[config.mk]
export PLATFORM = sky130hd
export DESIGN_NAME = divider_core_flat
export DESIGN_NICKNAME = d
export VERILOG_FILES = /design/src/verilog/divider_pkg.sv /design/src/verilog/divider_if.sv /design/src/verilog/divider_core.sv /design/src/flat_wrapper.sv
export VERILOG_INCLUDE_DIRS = /design/src /design/src/verilog
export SDC_FILE = /design/constraint.sdc
export NUM_CORES = 1
export LEC_CHECK = 0
export BUFFER_PORTS_ARGS = -buffer_cell sky130_fd_sc_hd__buf_2
export CORE_UTILIZATION = 52
export DETAILED_ROUTE_END_ITERATION = 10
export GPL_ROUTABILITY_DRIVEN = 1
export PLACE_DENSITY_LB_ADDON = 0.15
export SLEW_MARGIN = 5
export SYNTH_ARGS = -nofsm -noshare
export SYNTH_HDL_FRONTEND = slang
export SYNTH_HIERARCHICAL = 1
export SYNTH_SLANG_ARGS = --single-unit
[constraint.sdc]
create_clock -name ref_clk -period 6.1 [get_ports ref_clk]
set_input_delay 1.22 -clock ref_clk [delete_from_list [all_inputs] [get_ports ref_clk]]
set_output_delay 1.22 -clock ref_clk [all_outputs]
set_load 0.01 [all_outputs]
[src/verilog/divider_defs.svh]
// Timing counts and field positions shared by both ends of the divider link.
`ifndef DIVIDER_DEFS_SVH
`define DIVIDER_DEFS_SVH
`define STEPS_PER_STAGE 5'h10
`define HALF_W 16
`define ACC_W 32
`define TYPE_WIDE_BIT 1
`define TYPE_SIGNED_BIT 0
`endif

[src/verilog/divider_pkg.sv]
// Types shared by both ends of the divider link.
package divider_pkg;
	// Bit 1 selects the 32-by-16 form, bit 0 selects signed operation.
	typedef enum logic [1:0] {
		DIV_U16 = 2'h0,
		DIV_S16 = 2'h1,
		DIV_U32 = 2'h2,
		DIV_S32 = 2'h3
	} div_type_e;
endpackage

[src/verilog/divider_if.sv]
// Link between the sequencer end and the divider datapath end.
`timescale 1ns/1ns
`default_nettype none
interface divider_if;
	import divider_pkg::*;
	logic        start;
	div_type_e   div_type;
	logic [31:0] dividend;
	logic [15:0] divisor;
	logic        busy;
	logic        done;
	logic [31:0] quotient;
	logic [15:0] remainder;
	logic        div_error;
	modport device (
		input  start, div_type, dividend, divisor,
		output busy, done, quotient, remainder, div_error
	);
	modport sequencer (
		output start, div_type, dividend, divisor,
		input  busy, done, quotient, remainder, div_error
	);
endinterface
`default_nettype wire

[src/verilog/divider_core.sv]
// Divider datapath end: conditional-subtract engine with sign handling and two stages.
// Operation
// - Four types, quotient and remainder each.
// - Sequencer loads 16-bit dividend low half.
// - Sixteen steps: low quotient, high remainder.
// - Negative difference: shift accumulator left.
// - Non-negative: shift difference, add one.
// - Wide form: first stage divides upper half.
// - Remainder shifted up plus low dividend.
// - Second stage gives low quotient, remainder.
// - Steps run on magnitudes only.
// - Quotient sign saved before stepping.
// - Quotient computed from absolute values.
// - Negative sign negates magnitude quotient.
// - Unsigned operation zero-extends operands.
// - Signed operation sign-extends operands.
// - Quotient magnitude must fit its width.
`timescale 1ns/1ns
`default_nettype none
`include "divider_defs.svh"
module divider_core
	import divider_pkg::*;
(
	input  wire logic ref_clk,
	input  wire logic rst_b,
	divider_if.device lnk
);
	typedef enum logic [1:0] {ST_IDLE, ST_STEP, ST_FIX} core_state_e;

	core_state_e        state_q, state_d;
	logic [31:0]        acc_q, acc_d;
	logic [15:0]        den_q;
	logic [15:0]        low_q;
	logic [15:0]        qhi_q;
	logic [4:0]         cnt_q;
	logic               stage2_q;
	logic               neg_q;
	logic               zero_q;
	logic               busy_q;
	logic               done_q;
	logic [31:0]        quot_q;
	logic [15:0]        rem_q;
	logic               is_wide_q;
	logic               err_q;
	logic [31:0]        num_mag;
	logic [15:0]        den_mag;
	logic [31:0]        signed_quot;

	// Operand magnitudes; unsigned types take the raw bits so they behave as zero-extended.
	wire logic        is_signed = lnk.div_type[`TYPE_SIGNED_BIT];
	wire logic        is_wide   = lnk.div_type[`TYPE_WIDE_BIT];
	wire logic        num_neg   = is_signed & (is_wide ? lnk.dividend[31] : lnk.dividend[15]);
	wire logic        den_neg   = is_signed & lnk.divisor[15];
	wire logic [31:0] num16     = {{16{lnk.dividend[15]}}, lnk.dividend[15:0]};
	wire logic [31:0] num_ext   = is_wide ? lnk.dividend : (is_signed ? num16 : {16'h0000, lnk.dividend[15:0]});

	// Magnitudes for stepping; the most negative value wraps to itself and still reads
	// correctly as an unsigned magnitude, which is why no extra bit is carried.
	cond_negate #(
		.WIDTH (32)
	) u_cond_negate_num (
		.value  (num_ext),
		.negate (num_neg),
		.result (num_mag)
	);
	cond_negate #(
		.WIDTH (16)
	) u_cond_negate_den (
		.value  (lnk.divisor),
		.negate (den_neg),
		.result (den_mag)
	);

	// One conditional-subtract step. The divisor sits one place below the high half, so the
	// compare sees the accumulator as if already shifted; the partial remainder stays below
	// the divisor, so neither shifted form ever loses its top bit.
	wire logic [32:0] diff      = {1'b0, acc_q} - {2'b00, den_q, 15'h0000};
	wire logic        diff_neg  = diff[32];
	wire logic [31:0] step_val  = diff_neg ? {acc_q[30:0], 1'b0}
	                                       : {diff[30:0], 1'b1};
	wire logic        last_step = (cnt_q == 5'(`STEPS_PER_STAGE - 5'h01));
	wire logic [31:0] mag_quot  = stage2_q ? {qhi_q, step_val[15:0]} : {16'h0000, step_val[15:0]};

	// Moments of the sequence, named once so the registers below stay plain.
	wire logic        take_start   = (state_q == ST_IDLE) & lnk.start;
	wire logic        stage_end    = (state_q == ST_STEP) & last_step;
	wire logic        go_second    = stage_end & ~stage2_q & is_wide_q;
	wire logic        closing_step = stage_end & ~go_second;
	wire logic        in_fix       = (state_q == ST_FIX);

	// Signed result; a magnitude that does not fit its width is the caller's concern.
	cond_negate #(
		.WIDTH (32)
	) u_cond_negate_quot (
		.value  (mag_quot),
		.negate (neg_q),
		.result (signed_quot)
	);

	// Next state and accumulator selection.
	always_comb begin
		state_d = state_q;
		acc_d   = acc_q;
		case (state_q)
			ST_IDLE: begin
				if (lnk.start) begin
					state_d = ST_STEP;
					// Wide form starts on the upper half alone, narrow on the low half.
					acc_d = is_wide ? {16'h0000, num_mag[31:16]} : {16'h0000, num_mag[15:0]};
				end
			end
			ST_STEP: begin
				acc_d = step_val;
				if (go_second) begin
					// First-stage remainder moves up and the low dividend half joins it.
					acc_d = {step_val[31:16], low_q};
				end else if (last_step) begin
					state_d = ST_FIX;
				end
			end
			ST_FIX: begin
				state_d = ST_IDLE;
			end
			default: begin
				state_d = ST_IDLE;
			end
		endcase
	end

	// Control registers; the wide form loops back into stepping for its second stage.
	always_ff @(posedge ref_clk) begin
		if (!rst_b) begin
			state_q  <= ST_IDLE;
			cnt_q    <= 5'h00;
			stage2_q <= 1'b0;
			busy_q   <= 1'b0;
			done_q   <= 1'b0;
		end else begin
			state_q <= state_d;
			done_q  <= in_fix;
			if (take_start) begin
				busy_q   <= 1'b1;
				cnt_q    <= 5'h00;
				stage2_q <= 1'b0;
			end else if (go_second) begin
				cnt_q    <= 5'h00;
				stage2_q <= 1'b1;
			end else if (state_q == ST_STEP) begin
				cnt_q <= 5'(cnt_q + 5'h01);
			end else if (in_fix) begin
				busy_q <= 1'b0;
			end
		end
	end

	// Operand and result registers; the sign is captured at start, before any step.
	always_ff @(posedge ref_clk) begin
		if (!rst_b) begin
			acc_q     <= 32'h0000_0000;
			den_q     <= 16'h0000;
			low_q     <= 16'h0000;
			qhi_q     <= 16'h0000;
			neg_q     <= 1'b0;
			zero_q    <= 1'b0;
			is_wide_q <= 1'b0;
			quot_q    <= 32'h0000_0000;
			rem_q     <= 16'h0000;
		end else begin
			acc_q <= acc_d;
			if (state_q == ST_IDLE && lnk.start) begin
				den_q     <= den_mag;
				low_q     <= num_mag[15:0];
				neg_q     <= num_neg ^ den_neg;
				zero_q    <= (lnk.divisor == 16'h0000);
				is_wide_q <= is_wide;
			end
			if (state_q == ST_STEP && last_step && !stage2_q) begin
				qhi_q <= step_val[15:0];
			end
			if (closing_step) begin
				// Remainder keeps its magnitude, as in the stepping form; only quotient is signed.
				quot_q <= signed_quot;
				rem_q  <= step_val[31:16];
			end
		end
	end

	// The error flag stands with the results until the next start.
	always_ff @(posedge ref_clk) begin
		if (!rst_b) begin
			err_q <= 1'b0;
		end else if (state_q == ST_FIX) begin
			err_q <= zero_q;
		end else if (state_q == ST_IDLE && lnk.start) begin
			err_q <= 1'b0;
		end
	end

	assign lnk.busy      = busy_q;
	assign lnk.done      = done_q;
	assign lnk.quotient  = quot_q;
	assign lnk.remainder = rem_q;
	assign lnk.div_error = err_q;
	// is the caller's: results are exact only when the magnitude quotient fits its width.
endmodule

// Conditional two's complement negation, shared by the operand and result paths.
module cond_negate
	import divider_pkg::*;
#(
	parameter int WIDTH = 16
) (
	input  wire logic [WIDTH-1:0] value,
	input  wire logic             negate,
	output logic      [WIDTH-1:0] result
);
	// Negation wraps at the width, which a magnitude read as unsigned tolerates.
	assign result = negate ? -value : value;
endmodule
`default_nettype wire

[src/flat_wrapper.sv]
// flat-port wrapper written by rule: the top's interface ports become plain ports
module divider_core_flat import divider_pkg::*;
  (ref_clk, rst_b, lnk_start, lnk_div_type, lnk_dividend, lnk_divisor, lnk_busy, lnk_done, lnk_quotient, lnk_remainder, lnk_div_error);
  divider_if lnk_i ();
  input  wire logic ref_clk;
  input  wire logic rst_b;
  input wire logic [$bits(lnk_i.start)-1:0] lnk_start;
  input wire logic [$bits(lnk_i.div_type)-1:0] lnk_div_type;
  input wire logic [$bits(lnk_i.dividend)-1:0] lnk_dividend;
  input wire logic [$bits(lnk_i.divisor)-1:0] lnk_divisor;
  output wire logic [$bits(lnk_i.busy)-1:0] lnk_busy;
  output wire logic [$bits(lnk_i.done)-1:0] lnk_done;
  output wire logic [$bits(lnk_i.quotient)-1:0] lnk_quotient;
  output wire logic [$bits(lnk_i.remainder)-1:0] lnk_remainder;
  output wire logic [$bits(lnk_i.div_error)-1:0] lnk_div_error;
  assign lnk_i.start = lnk_start;
  assign lnk_i.div_type = lnk_div_type;
  assign lnk_i.dividend = lnk_dividend;
  assign lnk_i.divisor = lnk_divisor;
  assign lnk_busy = lnk_i.busy;
  assign lnk_done = lnk_i.done;
  assign lnk_quotient = lnk_i.quotient;
  assign lnk_remainder = lnk_i.remainder;
  assign lnk_div_error = lnk_i.div_error;
  divider_core u_core (.ref_clk(ref_clk), .rst_b(rst_b), .lnk(lnk_i));
endmodule
# ---- Word-level counts from Yosys, hierarchy flattened
# Index checks and enable logic that the tools add are counted.
dict set report op_classes {
  add_sub_neg 5
  multipliers 0
  div 0
  magnitude_cmp 0
  n_eq_ne 8
  shifts 0
  n_mux 22
  n_bitwise 11
  n_reduce_logical 14
}
# cell count
set ops {}
lappend ops {{2-to-1 mux 32 bit} 7}
lappend ops {{negator 32 bit} 2}
lappend ops {{one-hot mux 32 bit (2 select lines)} 1}
lappend ops {{2-to-1 mux 16 bit} 3}
lappend ops {{subtractor 32 x 31 -> 33 bit} 1}
lappend ops {{logical NOT 16 bit} 1}
lappend ops {{negator 16 bit} 1}
lappend ops {{bitwise AND 1 bit} 7}
lappend ops {{2-to-1 mux 1 bit} 7}
lappend ops {{2-to-1 mux 2 bit} 3}
lappend ops {{!= test 2 x 1 -> 1 bit, second input constant} 3}
lappend ops {{AND reduction 3 bit} 2}
lappend ops {{nonzero test 2 bit} 3}
lappend ops {{adder 5 x 1 -> 5 bit, second input constant} 1}
lappend ops {{== test 5 x 4 -> 1 bit, second input constant} 1}
lappend ops {{!= test 2 bit, second input constant} 2}
lappend ops {{one-hot mux 2 bit (2 select lines)} 1}
lappend ops {{logical AND 1 bit} 3}
lappend ops {{NOT 1 bit} 3}
lappend ops {{OR reduction 3 bit} 1}
lappend ops {{== test 2 x 1 -> 1 bit, second input constant} 1}
lappend ops {{== test 2 bit, second input constant} 1}
lappend ops {{logical NOT 2 bit} 1}
lappend ops {{AND reduction 2 bit} 1}
lappend ops {{3 further kinds} 3}
dict set report word_totals {
  regBits 142
  latchBits 0
  ramBits 0
  mem_bits_ro 0
  inputBits 53
  out_inout_bits 51
  word_cells 75
  n_memories 0
}

# ---- Depth between registers and ports, before layout
# Gate-level depths: netlist of run 1.
dict set report depth {
  depth_word 7
  depth_mapped 17
  depth_no_buf 16
}

# ---- By module
# The synthesis of run 1 kept the hierarchy.
# module instances cells_per_inst area_each_um2 seq_area_each_um2
set modules_own_cells {}
lappend modules_own_cells {divider_core 1 843 6597.6 2842.7}
lappend modules_own_cells {{cond_negate at u_core.u_cond_negate_quot} 1 108 767.0 0.0}
lappend modules_own_cells {{cond_negate at u_core.u_cond_negate_num} 1 99 748.2 0.0}
lappend modules_own_cells {{cond_negate at u_core.u_cond_negate_den} 1 51 399.1 0.0}

# ---- Least setup slack after synthesis of run 1
# Ideal clock, no wire load.
dict set report synth_path {
  kind {input-to-reg}
  start {input port lnk_div_type[1]}
  end {register u_core.acc_q[14]}
  setup_ns 0.074
  arrival_time_ns 3.897
  t_required_ns 6.026
  path_slack_ns 2.128
  cell_stages 12
  n_path_buf 2
  cell_sequence {clkbuf_1 -> nand3b_1 -> clkbuf_1 -> nand2_1 -> or4_4 -> or4_4 -> o41ai_2 -> xnor2_1 -> mux2i_1 -> nand2_1 -> o311ai_0 -> a31oi_1}
}
dict set report synth_between {
  elab_chain_len 6
  word_cells_on_any_way 8
}
# item line
set synth_lines {}
lappend synth_lines {{start, declared} flat_wrapper.sv:8} ;# input wire logic [$bits(lnk_i.div_type)-1:0] lnk_div_type;
lappend synth_lines {{2-to-1 mux 32 bit} divider_core.sv:55} ;# wire logic [31:0] num_ext = is_wide ? lnk.dividend : (is_signed ? num16 : {16'h0000, lnk.dividend[15:0]});
lappend synth_lines {{net u_core.num_ext[22]} divider_core.sv:55}
lappend synth_lines {{negator 32 bit} divider_core.sv:218} ;# assign result = negate ? -value : value;
lappend synth_lines {{2-to-1 mux 32 bit} divider_core.sv:218}
lappend synth_lines {{net u_core.num_mag[30]} divider_core.sv:45} ;# logic [31:0] num_mag;
lappend synth_lines {{2-to-1 mux 16 bit} divider_core.sv:109} ;# acc_d = is_wide ? {16'h0000, num_mag[31:16]} : {16'h0000, num_mag[15:0]};
lappend synth_lines {{2-to-1 mux 32 bit} divider_core.sv:106} ;# if (lnk.start) begin
lappend synth_lines {{one-hot mux 32 bit (2 select lines)} divider_core.sv:104} ;# case (state_q)
lappend synth_lines {{end signal, assigned} divider_core.sv:159} ;# acc_q <= 32'h0000_0000;
lappend synth_lines {{end signal, assigned} divider_core.sv:169} ;# acc_q <= acc_d;
lappend synth_lines {{end, declared} divider_core.sv:31} ;# logic [31:0] acc_q, acc_d;
# The timed path passes the listed nets, and every way through them passes these cells. The select of a mux whose other input is x is not followed.
# A chain may end at the register's enable or synchronous reset.

# ---- Final worst setup path of run 1
dict set report layout_path {
  start {register u_core.den_q[8]}
  end {register u_core.quot_q[14] (netlist: u_core/lnk.quotient[14])}
}
dict set report layout_between {
  elab_chain_len 5
}
# item line
set layout_lines {}
lappend layout_lines {{start, declared} divider_core.sv:32} ;# logic [15:0] den_q;
lappend layout_lines {{start signal, assigned} divider_core.sv:171} ;# den_q <= den_mag;
lappend layout_lines {{subtractor 32 x 31 -> 33 bit (*)} divider_core.sv:77} ;# wire logic [32:0] diff = {1'b0, acc_q} - {2'b00, den_q, 15'h0000};
lappend layout_lines {{2-to-1 mux 32 bit (*)} divider_core.sv:79} ;# wire logic [31:0] step_val = diff_neg ? {acc_q[30:0], 1'b0}
lappend layout_lines {{2-to-1 mux 32 bit (*)} divider_core.sv:82} ;# wire logic [31:0] mag_quot = stage2_q ? {qhi_q, step_val[15:0]} : {16'h0000, step_val[15:0]};
lappend layout_lines {{negator 32 bit} divider_core.sv:218}
lappend layout_lines {{2-to-1 mux 32 bit (*)} divider_core.sv:218}
lappend layout_lines {{net u_core.signed_quot[14]} divider_core.sv:47} ;# logic [31:0] signed_quot;
lappend layout_lines {{end signal, assigned} divider_core.sv:182} ;# quot_q <= signed_quot;
lappend layout_lines {{end, declared} divider_core.sv:41} ;# logic [31:0] quot_q;
# The timed path passes the listed nets; every way through them passes the cells marked *.

==> summary.md, run 1 <==
| Metric | Value |
|---|---|
| H-tree levels | `4` |
| Distinct cells, synth | `75` |
| Final ANT Viol Nets | `0` |
| Post-synth EDFFs | `0` |
| Crit path launch | `u_core/den_q[8]$_SDFFE_PN0P_` |
| Top-level I/O count | `roughly 100` |
| Worst path arrival time | `4.66 ns` |
| Area share of xor/xnor cells in the synthesized design | `under 10%` |
| Most frequent cell after synthesis | `nand2_1` |
| Initial antenna violation count | `0` |
| Final setup margin | `~1.8 ns` |
| Starting Density | `53.4%` |
| PwrDens | `400 nW/um2` |
| Synth async-reset ratio | `0%` |
| Post-CTS sizing | `0` |
| Final TNS setup | `0 ns` |
| Die width | `130 um` |
| Routability-driven placement congestion ratio | `0.931` |
| Worst path slowest cell | `nor4b_1` |
| Place WS | `1.39 ns` |
| Clk Latency, worst-skew pair | `0.43 ns` |
| Final min period | `approximately 4.3 ns` |
| Flip-flop and latch area | `2840 um2` |
| R2R Setup Slk | `1.79 ns` |
| Number of buffers created by CTS | `17` |
| Worst r2r src | `u_core/den_q[8]$_SDFFE_PN0P_` |
| NetSw | `between 1.5 and 2 mW` |
| Reg-to-reg endpoint | `u_core/lnk.quotient[14]$_SDFFE_PN0P_` |
| Number of iterations in the first detailed-routing pass | `5` |
| Yosys reg bits | `142` |
| CP endpoint | `u_core/lnk.quotient[14]$_SDFFE_PN0P_` |
| Status | `finished, final reports clean` |
| Setup Skew | `0.00555 ns` |
| Worst-case clock buffer depth | `2` |
| Top cells by count, synth | `278 x nand2_1, 142 x dfxtp_1, 100 x a21oi_1` |
| CP Data Required Time | `6.45 ns` |
| DR WL/cell | `14.9 um` |
| Min Hold Slack | `0.449 ns` |
| Sinks on Clock Net | `approximately 140` |
| Main synth FF type | `dfxtp_1` |
| Switch share | `about two fifths` |
| Slew HR | `about a fifth` |
| Timing-limited maximum frequency | `232 MHz` |
| Worst-path cell chain | `inv_1 -> ha_1 -> a21o_1 -> a31oi_1 -> a21oi_4 -> nor2_8 -> inv_8 -> inv_1 -> ha_1 -> nor4b_1 -> nand3_1 -> o41ai_1 -> xnor2_1 -> nand2_1 -> a21oi_1` |
| Vias per inst | `5.54` |
| P_int | `2.33 mW` |
| Mapped Area | `8510 um2` |
| Core area | `15,900 um2` |
| Period utilization | `70.7%` |
| CP startpoint kind | `flop` |
| FP Rows | `46` |
| Setup Buffers After CTS | `0` |
| Clk slew on worst S/H paths | `0.06 ns` |
| 1st-iter DRT viols | `619` |
| CP Capture Type | `flop` |
| # port buffers | `103` |
| Multi-input logic area | `around 5200 um2` |
| Vias in the first global route | `6,750` |
| Final hold vios | `0` |
| Vias | `7,686` |
| Path depth of the worst reg2reg path | `15` |
| Fillers | `~1,600` |
| Crit-path max FO | `19` |
| GRT Util Overall | `25.4%` |
| P_leak | `3.72 nW` |
| Post-Synth Simple-Gate Area | `23.9%` |
| DP HPWL | `14,600 um` |
| Seq pwr share | `28.1%` |
| Final number of max-transition violations | `0` |
| Fraction of layout cells with a size suffix above 1 | `15.3%` |
| NumNets Final | `1,234` |
| Combinational Power Share | `about 45%` |
| Drt total wl | `20,600 um` |
| Clk pwr share | `between 20% and 30%` |
| Mux cell area share after synthesis | `2.82%` |
| Synth Area in Adders | `3.32%` |
| Total grt overflow | `0` |
| Die Footprint | `16,900 um2` |
| Largest net degree at the start of global routing | `79` |
| Largest family of logic cells by synthesized area | `simple AND/OR/NAND/NOR gates` |
| Synth area leader | `dfxtp_1` |
| Die Ht | `130 um` |
| Synth top area share | `around 33%` |
| Root Driver | `clkbuf_16` |
| Critical path class | `flop to flop` |
| Syn-to-layout area delta | `13.2%` |
| RSZ-0062 raised after global routing | `false` |
| # Max-Cap Violations | `0` |
| Slew @ Worst Pin | `between 1 and 1.5 ns` |
| Register area share after synthesis | `33.4%` |
| Post-synthesis compound-gate area fraction | `around 22%` |
| VDD IR-drop max | `0.000277 V` |
| TritonCTS clock tree | `yes` |
| Post-Syn Nets | `1,176` |
| Critical Path Max Stage Delay | `between 0.8 and 0.9 ns` |
| Setup-failing EPs final | `0` |
| Syn avg cell area | `7.73 um2` |
| Synth area leaders | `dfxtp_1 33%, nand2_1 12%, xnor2_1 8.4%` |
| Ant diodes | `0` |
| CTS Hold Bufs | `0` |
| Post-Syn Instances | `1,101` |
| YS warnings | `6` |
| First-pass GRT wire length | `33,900 um` |
| Worst hold path type | `flop to flop` |
| DRC Markers | `0` |
## cell families (layout without fill, tap and decap cells)
group,Yosys count,in the layout
AO/OA/AOI/OAI,280,280
adder cells (fa/ha/maj),22,22
multiplexers,24,24
AND/OR/NAND/NOR,437,437
XOR/XNOR,88,88
flip-flops,142,142
buffers and inverters,108,178
## how the worst min path moves through the flow
stage / endpoint / from / cells after the start / slack [ns]
floorplan: u_core/qhi_q[10]$_SDFFE_PN0N_ / u_core/qhi_q[10]$_SDFFE_PN0N_ / 2 / 0.43
global placement: u_core/qhi_q[14]$_SDFFE_PN0N_ / u_core/qhi_q[14]$_SDFFE_PN0N_ / 2 / 0.44
detailed placement: u_core/qhi_q[9]$_SDFFE_PN0N_ / u_core/qhi_q[9]$_SDFFE_PN0N_ / 2 / 0.44
CTS: u_core/qhi_q[9]$_SDFFE_PN0N_ / u_core/qhi_q[9]$_SDFFE_PN0N_ / 2 / 0.45
global route: u_core/lnk.quotient[5]$_SDFFE_PN0P_ / u_core/lnk.quotient[5]$_SDFFE_PN0P_ / 2 / 0.46
finish: u_core/qhi_q[15]$_SDFFE_PN0N_ / u_core/qhi_q[15]$_SDFFE_PN0N_ / 2 / 0.45
## through the flow
step	area, um2	util [%]	power, mW	std cells
floorplan	8510	-	2.51	1101
global placement	9040	56.7	2.79	1356
detailed placement	9040	56.7	2.80	1356
CTS	9630	60.4	3.85	1387
global route	9630	60.4	4.10	1387
finish	9630	60.4	3.85	1387
## worst max-delay path: cells and delay by family, from the launching register on
kind | cells | cell delay, ns
AOI/OAI and AO/OA | 5 | 1.39
and+or+nand+nor | 4 | 1.48
buffers and inverters | 3 | 0.27
adders and majority gates | 2 | 0.58
xor gates and xnor gates | 1 | 0.19
DFF | 1 | 0.33
## per-layer routing
layer,up-vias,global-route usage (%),routed length (um)
met5,-,0,0
met4,0,8.62,323
met3,24,3.69,790
met2,186,37.0,8900
met1,3509,37.8,10600
li1,3967,-,-
## layout by cell type, fill, tap and decap left out, types with 19 or more instances in the layout
master	instances
a211oi_1	20
a21oi_1	100
and2_1	21
buf_2	103
dfxtp_1	142
ha_1	21
inv_1	35
mux2i_1	24
nand2_1	278
nor2_1	42
o21ai_0	44
o41ai_1	19
xnor2_1	82
## layout make-up
cell class                 instances  share of cell area (%)
clock buffer                      25                    5.35
clock inverter                     6                   0.831
inverter                          38                    1.56
multi-input combinational        851                    54.1
sequential                       142                    29.5
tap                              216                    2.81
timing repair buffer             109                    5.82
## sequential cells by signal (all words and copies together), names as in the netlist, 2 cells and up
| register | cells |
|---|---|
| u_core/acc_q | 32 |
| u_core/cnt_q | 5 |
| u_core/den_q | 16 |
| u_core/lnk.quotient | 32 |
| u_core/lnk.remainder | 16 |
| u_core/low_q | 16 |
| u_core/qhi_q | 16 |
| u_core/state_q | 2 |
## power by group through the flow
stage	combinational [mW]	sequential [mW]	clock (mW)
after global placement	1.69	1.10	0
after floorplan	1.44	1.07	0
after CTS	1.71	1.08	1.05
after detailed placement	1.70	1.10	0
after global routing	1.91	1.09	1.10
final	1.73	1.08	1.04
Power figures use the tool's default switching activity.
==> run 2: changes to the inputs <==
==> constraint.sdc (replaced) <==
create_clock -name ref_clk -period 4 [get_ports ref_clk]
set_input_delay 0.8 -clock ref_clk [delete_from_list [all_inputs] [get_ports ref_clk]]
set_output_delay 0.8 -clock ref_clk [all_outputs]
set_load 0.01 [all_outputs]
==> summary.md, run 2 (synthesized netlist as in run 1, its figures left out) <==
| Metric | Value |
|---|---|
| Setup-failing EPs final | `0 (unchanged)` |
| Root Driver | `clkbuf_16` |
| Worst hold path type | `flop to flop` |
| Die Footprint | `16,900 um2 (unchanged)` |
| Period utilization | `92.3% (+22 points)` |
| Number of buffers created by CTS | `17 (unchanged)` |
| Number of iterations in the first detailed-routing pass | `5 (unchanged)` |
| Final number of max-transition violations | `0 (unchanged)` |
| Total grt overflow | `0 (unchanged)` |
| Fillers | `1,503 (-3.2%)` |
| DR WL/cell | `15.2 um (+2.2%)` |
| Setup Skew | `0.00861 ns (+0.00306 ns)` |
| Final ANT Viol Nets | `0 (unchanged)` |
| Worst path slowest cell | `ha_1` |
| Total Power | `6.10 mW (+58%)` |
| Final min period | `3.69 ns (-0.624 ns)` |
| Final TNS setup | `0 ns (unchanged)` |
| DRC Markers | `0 (unchanged)` |
| Worst r2r src | `u_core/den_q[4]$_SDFFE_PN0P_` |
| Critical Path Max Stage Delay | `0.35 ns (-0.53 ns)` |
| Die Ht | `130 um (unchanged)` |
| Routability-driven placement congestion ratio | `0.916 (-1.6%)` |
| Die width | `130 um (unchanged)` |
| Delay-heaviest family, CP | `compound AO/OA/AOI/OAI gates` |
| Commonest cells after routing, fill and taps aside | `278 x nand2_1, 142 x dfxtp_1, 103 x buf_2` |
| # port buffers | `103 (unchanged)` |
| Worst-path cell chain | `inv_1 -> ha_1 -> a21o_1 -> a31oi_1 -> a211o_1 -> a21oi_4 -> nor2_8 -> inv_8 -> inv_1 -> ha_1 -> nor4b_1 -> buf_4 -> nand2_1 -> or3_1 -> o311ai_1 -> nand2_1 -> a21oi_1` |
| Final hold vios | `0 (unchanged)` |
| Vias | `7,876 (+2.5%)` |
| Post-CTS sizing | `0 (unchanged)` |
| FP Rows | `46 (unchanged)` |
| Critical path class | `flop to flop` |
| Crit path launch | `u_core/den_q[4]$_SDFFE_PN0P_` |
| Status | `finished, final reports clean` |
| Clk Latency, worst-skew pair | `0.43 ns (about the same)` |
| Syn-to-layout area delta | `15.2%` |
| VDD IR-drop max | `0.000382 V (+38%)` |
| Starting Density | `53.4% (unchanged)` |
| # Max-Cap Violations | `0 (unchanged)` |
| Critical path buffers and inverters | `4 (+1)` |
| Core Util, Final | `61.5% (+1.1 points)` |
| P_leak | `3.81 nW (+2.3%)` |
| Fraction of layout cells with a size suffix above 1 | `16.4% (+1.1 points)` |
| NumNets Final | `1,246 (+0.97%)` |
| Worst-case clock buffer depth | `2 (unchanged)` |
| Vias in the first global route | `6,983 (+3.5%)` |
| CP Capture Type | `flop` |
| Largest net degree at the start of global routing | `50 (-37%)` |
| CTS Hold Bufs | `0 (unchanged)` |
| Ant diodes | `0 (unchanged)` |
| DP HPWL | `15,200 um (+4.1%)` |
| H-tree levels | `4 (unchanged)` |
| Slew @ Worst Pin | `1.11 ns (-0.0910 ns)` |
| First-pass GRT wire length | `34,700 um (+2.5%)` |
| Top-level I/O count | `104 (unchanged)` |
| GRT Util Overall | `26.0% (+0.68 points)` |
| Commonest non-fill, non-tap cell in the layout | `nand2_1` |
| Core area | `15,900 um2 (unchanged)` |
| Timing-limited maximum frequency | `271 MHz (+17%)` |
| Hold path startpoint | `u_core/lnk.quotient[16]$_SDFFE_PN0P_` |
| Vias per inst | `5.63 (+1.5%)` |
| Setup Buffers After CTS | `0 (unchanged)` |
| Drt total wl | `21,300 um (+3.2%)` |
| CP Data Required Time | `4.36 ns (-2.09 ns)` |
| TritonCTS clock tree | `yes` |
| CP startpoint kind | `flop` |
| Crit-path max FO | `19 (unchanged)` |
| Initial antenna violation count | `0 (unchanged)` |
| Sinks on Clock Net | `142 (unchanged)` |
| 1st-iter DRT viols | `660 (+6.6%)` |
| PwrDens | `622 nW/um2 (+56%)` |
| Worst path arrival time | `4.05 ns (-0.61 ns)` |
| Slew HR | `26.0% (+6.3 points)` |
| RSZ-0062 raised after global routing | `false` |
| Clk slew on worst S/H paths | `0.06 ns (about the same)` |
run 2: cell types whose count changed in the layout (fill, tap and decap cells not counted), moves of 2 or more:
cell / previous run / this run
buf_4: 6 / 17
bufinv_16: 2 / 6
clkbuf_1: 2 / 0
clkbuf_8: 6 / 0
clkinv_4: 0 / 3
clkinvlp_4: 0 / 3
run 2: area by class of cell:
cell class / count / area (um2) / area share (%)
Multi-Input combinational cell: 851 / 5210 / 53.2
Tap cell: 216 / 270 / 2.76
Timing Repair Buffer: 121 / 663 / 6.76
Clock inverter: 15 / 244 / 2.49
Sequential cell: 142 / 2840 / 29.0
Clock buffer: 17 / 425 / 4.34
Inverter: 38 / 150 / 1.53
run 2: metal layers:
layer	GRT usage, %	share of wire [%]	vias up
met3	5.29	5.2	21
met5	0	0	-
li1	-	-	3990
met4	7.52	1.3	0
met1	37.7	50	3644
met2	38.9	43	221
run 2: worst paths after layout:
path / to / slack, ns / cells past startpoint
hold reg to reg: u_core/lnk.quotient[16]$_SDFFE_PN0P_ / 0.45 / 2
hold / removal: u_core/lnk.quotient[16]$_SDFFE_PN0P_ / 0.45 / 2
setup / recovery: u_core/lnk.quotient[30]$_SDFFE_PN0P_ / 0.31 / 17
setup reg to reg: u_core/lnk.quotient[30]$_SDFFE_PN0P_ / 0.31 / 17
run 2: through the flow:
step	hold slack, ns	instance area (um2)	setup WS [ns]	instances
3_3_place_gp	0.438	9140	0.300	1368
3_5_place_dp	0.442	9140	0.196	1368
4_1_cts	0.450	9810	0.342	1400
5_1_grt	0.463	9810	0.00821	1400
6_report	0.449	9810	0.310	1400
2_1_floorplan	0.432	8510	0.448	1101
run 2: power by group:
part           switching [mW]  internal (mW)
clock network           0.620           1.17
logic                    1.62           1.05
registers               0.123           1.53
total                    2.36           3.74
run 2: worst register-to-register path, delay by kind of cell, from the launching register on:
| family | cells | cell delay (ns) |
|---|---|---|
| compound gates | 6 | 1.27 |
| simple gates | 5 | 1.01 |
| flops | 1 | 0.33 |
| fa+ha+maj | 2 | 0.57 |
| buf+inv | 4 | 0.44 |
==> run 3: changes to the inputs <==
--- a/config.mk
+++ b/config.mk
@@ -6,8 +6,9 @@
 export SDC_FILE = /design/constraint.sdc
 export NUM_CORES = 1
 export LEC_CHECK = 0
+export ABC_AREA = 1
 export BUFFER_PORTS_ARGS = -buffer_cell sky130_fd_sc_hd__buf_2
-export CORE_UTILIZATION = 52
+export CORE_UTILIZATION = 34
 export DETAILED_ROUTE_END_ITERATION = 10
 export GPL_ROUTABILITY_DRIVEN = 1
 export PLACE_DENSITY_LB_ADDON = 0.15
==> summary.md, run 3 <==
| Metric | Value |
|---|---|
| Core area | `27,700 um2 (+74%)` |
| Die Ht | `170 um (+31%)` |
| Commonest non-fill, non-tap cell in the layout | `nand2_1` |
| Worst r2r src | `u_core/acc_q[23]$_SDFFE_PN0P_` |
| Cell seen most often among critical-path stages | `nand2_1` |
| FP Rows | `61 (+33%)` |
| Die Footprint | `28,800 um2 (+71%)` |
| CTS Hold Bufs | `0 (unchanged)` |
| Post-CTS sizing | `0 (unchanged)` |
| Worst path slowest cell | `ha_1` |
| Worst-case clock buffer depth | `2 (unchanged)` |
| Setup Skew | `0.0115 ns (+0.00289 ns)` |
| Final setup margin | `0.918 ns (+0.609 ns)` |
| Final TNS setup | `0 ns (unchanged)` |
| # port buffers | `103 (unchanged)` |
| Setup Buffers After CTS | `0 (unchanged)` |
| Timing-limited maximum frequency | `325 MHz (+20%)` |
| Routability-driven placement congestion ratio | `0.893 (-2.5%)` |
| RSZ-0062 raised after global routing | `false` |
| Vias in the first global route | `8,847 (+27%)` |
| Yosys reg bits | `142 (unchanged)` |
| Total grt overflow | `0 (unchanged)` |
| Critical Path Max Stage Delay | `0.38 ns (+0.03 ns)` |
| Synth top area share | `29.7% (-3.7 points)` |
| Status | `finished, final reports clean` |
| Most frequent cell after synthesis | `nand2_1` |
| P_int | `3.54 mW (-5.2%)` |
| Ant diodes | `0 (unchanged)` |
| Critical path class | `flop to flop` |
| Clk Latency, worst-skew pair | `0.43 ns (about the same)` |
| Final hold vios | `0 (unchanged)` |
| # Max-Cap Violations | `0 (unchanged)` |
| Worst path arrival time | `3.40 ns (-0.65 ns)` |
| Syn avg cell area | `6.06 um2 (-22%)` |
| Post-Syn Instances | `1,577 (+43%)` |
| Clk pwr share | `27.9% (-1.4 points)` |
| Root Driver | `clkbuf_16` |
| First-pass GRT wire length | `46,700 um (+35%)` |
| TritonCTS clock tree | `yes` |
| Vias | `9,578 (+22%)` |
| Setup-failing EPs final | `0 (unchanged)` |
| Finished Layout Cells | `2,035 (+45%)` |
| Largest net degree at the start of global routing | `84 (+68%)` |
| Fraction of layout cells with a size suffix above 1 | `12.9% (-3.5 points)` |
| GRT Util Overall | `20.3% (-5.7 points)` |
| VDD IR-drop max | `0.000396 V (+3.6%)` |
| Final number of max-transition violations | `0 (unchanged)` |
| Commonest cells after routing, fill and taps aside | `450 x nand2_1, 252 x nor2_1, 174 x inv_1` |
| Combinational Power Share | `45.7% (+2.0 points)` |
| Mapped Area | `9560 um2 (+12%)` |
| Register area share after synthesis | `29.7% (-3.7 points)` |
| Flip-flop and latch area | `2840 um2 (unchanged)` |
| Hold path startpoint | `u_core/den_q[0]$_SDFFE_PN0P_` |
| Final min period | `3.08 ns (-0.609 ns)` |
| Syn-to-layout area delta | `14.2%` |
| DRC Markers | `0 (unchanged)` |
| Synth async-reset ratio | `0% (unchanged)` |
| Post-Syn Nets | `1,652 (+40%)` |
| Slew @ Worst Pin | `1.09 ns (-0.0220 ns)` |
| Seq pwr share | `26.3% (-0.7 points)` |
| Met3 Use GR | `2.80% (-2.5 points)` |
| Fillers | `3,109 (+110%)` |
| Core Util, Final | `39.4% (-22 points)` |
| Top-level I/O count | `104 (unchanged)` |
| Place WS | `0.571 ns (+0.375 ns)` |
| GRT busiest layer | `met2` |
| Vias per inst | `4.71 (-16%)` |
| Initial antenna violation count | `0 (unchanged)` |
| Number of buffers created by CTS | `17 (unchanged)` |
| Total Power | `6.25 mW (+2.4%)` |
| Period utilization | `77.0% (-15 points)` |
| CP startpoint kind | `flop` |
| Post-synth EDFFs | `0 (unchanged)` |
| 1st-iter DRT viols | `622 (-5.8%)` |
| DP HPWL | `21,800 um (+44%)` |
| Met2 GRT Util | `30.3% (-8.5 points)` |
| Switch share | `43.3% (+4.6 points)` |
| Clk slew on worst S/H paths | `0.06 ns (about the same)` |
| Main synth FF type | `dfxtp_1` |
| CP Data Required Time | `4.31 ns (-0.05 ns)` |
| P_leak | `5.66 nW (+49%)` |
| Distinct cells, synth | `42 (-44%)` |
| Slew HR | `27.3% (+1.3 points)` |
| Top cells by count, synth | `450 x nand2_1, 252 x nor2_1, 174 x inv_1` |
| Number of iterations in the first detailed-routing pass | `5 (unchanged)` |
| Synth area leaders | `dfxtp_1 30%, nand2_1 18%, nor2_1 9.9%` |
| CP Capture Type | `flop` |
| YS warnings | `6 (unchanged)` |
| Starting Density | `34.5% (-19 points)` |
| Drt total wl | `28,500 um (+34%)` |
| NumNets Final | `1,719 (+38%)` |
| Crit path launch | `u_core/acc_q[23]$_SDFFE_PN0P_` |
| NetSw | `2.71 mW (+15%)` |
| GR Util met1 | `30.1% (-7.6 points)` |
| PwrDens | `572 nW/um2 (-8.0%)` |
| Cells after DPL | `2,003 (+46%)` |
| DR WL/cell | `14.0 um (-7.8%)` |
| Synth area leader | `dfxtp_1` |
| Multi-input logic area | `5660 um2 (+8.5%)` |
| Final ANT Viol Nets | `0 (unchanged)` |
| Crit-path max FO | `21 (+2)` |
| Die width | `170 um (+31%)` |
| Worst-path cell chain | `ha_1 -> nand2_1 -> inv_1 -> nand2_1 -> nand2_1 -> inv_1 -> nand3_2 -> nand2_4 -> nand2_4 -> inv_1 -> ha_1 -> nand2_1 -> nor2_2 -> nand2_1 -> nand2_2 -> nand2_1 -> nand2_1 -> nand2_1 -> nor2_1 -> nor2_1` |
| H-tree levels | `4 (unchanged)` |
| Worst hold path type | `flop to flop` |
| Sinks on Clock Net | `142 (unchanged)` |
==> run 3: worst paths after layout <==
check                                                       endpoint  slack (ns)  cells after the start
worst max-delay path            u_core/lnk.quotient[26]$_SDFFE_PN0P_        0.92                     20
worst min-delay path                    u_core/den_q[0]$_SDFFE_PN0P_        0.46                      2
worst max register to register  u_core/lnk.quotient[26]$_SDFFE_PN0P_        0.92                     20
worst min register to register          u_core/den_q[0]$_SDFFE_PN0P_        0.46                      2
==> run 3: critical path: cells and delay by family, from the launching register on <==
family	cells	cell delay (ns)
adder cells (fa/ha/maj)	2	0.59
buffers and inverters	3	0.31
AND/OR/NAND/NOR	15	1.71
flip-flops	1	0.35
==> run 3: metrics by stage <==
step	cell area [um2]	hold slack [ns]
floorplan	9560	0.423
global placement	10300	0.443
detailed placement	10300	0.446
CTS	10900	0.463
global route	10900	0.482
finish	10900	0.457
==> run 3: cells by family (layout without fill, tap and decap cells) <==
logic type / count (synthesis) / count (layout) / share of synthesized area (%)
xor gates and xnor gates: 48 / 48 / 4.40
buffers and inverters: 255 / 335 / 11.2
DFF: 142 / 142 / 29.7
adders and majority gates: 22 / 22 / 2.96
AOI/OAI and AO/OA: 230 / 230 / 12.7
and+or+nand+nor: 880 / 880 / 39.0
==> run 3: final cells by class <==
type | count | share of cell area (%)
sequential | 142 | 26.0
tap | 378 | 4.33
inverter | 189 | 6.52
timing repair buffer | 114 | 5.47
multi-input combinational | 1180 | 51.8
clock inverter | 13 | 1.92
clock buffer | 19 | 3.96
==> run 3: power by group through the flow <==
stage / clock network [mW] / registers, mW / logic, mW
2_1_floorplan: 0 / 1.62 / 2.29
3_3_place_gp: 0 / 1.67 / 2.83
3_5_place_dp: 0 / 1.67 / 2.84
4_1_cts: 1.79 / 1.64 / 2.86
5_1_grt: 1.84 / 1.66 / 3.25
6_report: 1.75 / 1.64 / 2.86
==> run 3: metal layers <==
layer  vias up  part of all wire, %
li1       5086                    -
met1      4262                   53
met2       209                   41
met3        21                  4.2
met4         0                  1.4
met5         -                    0
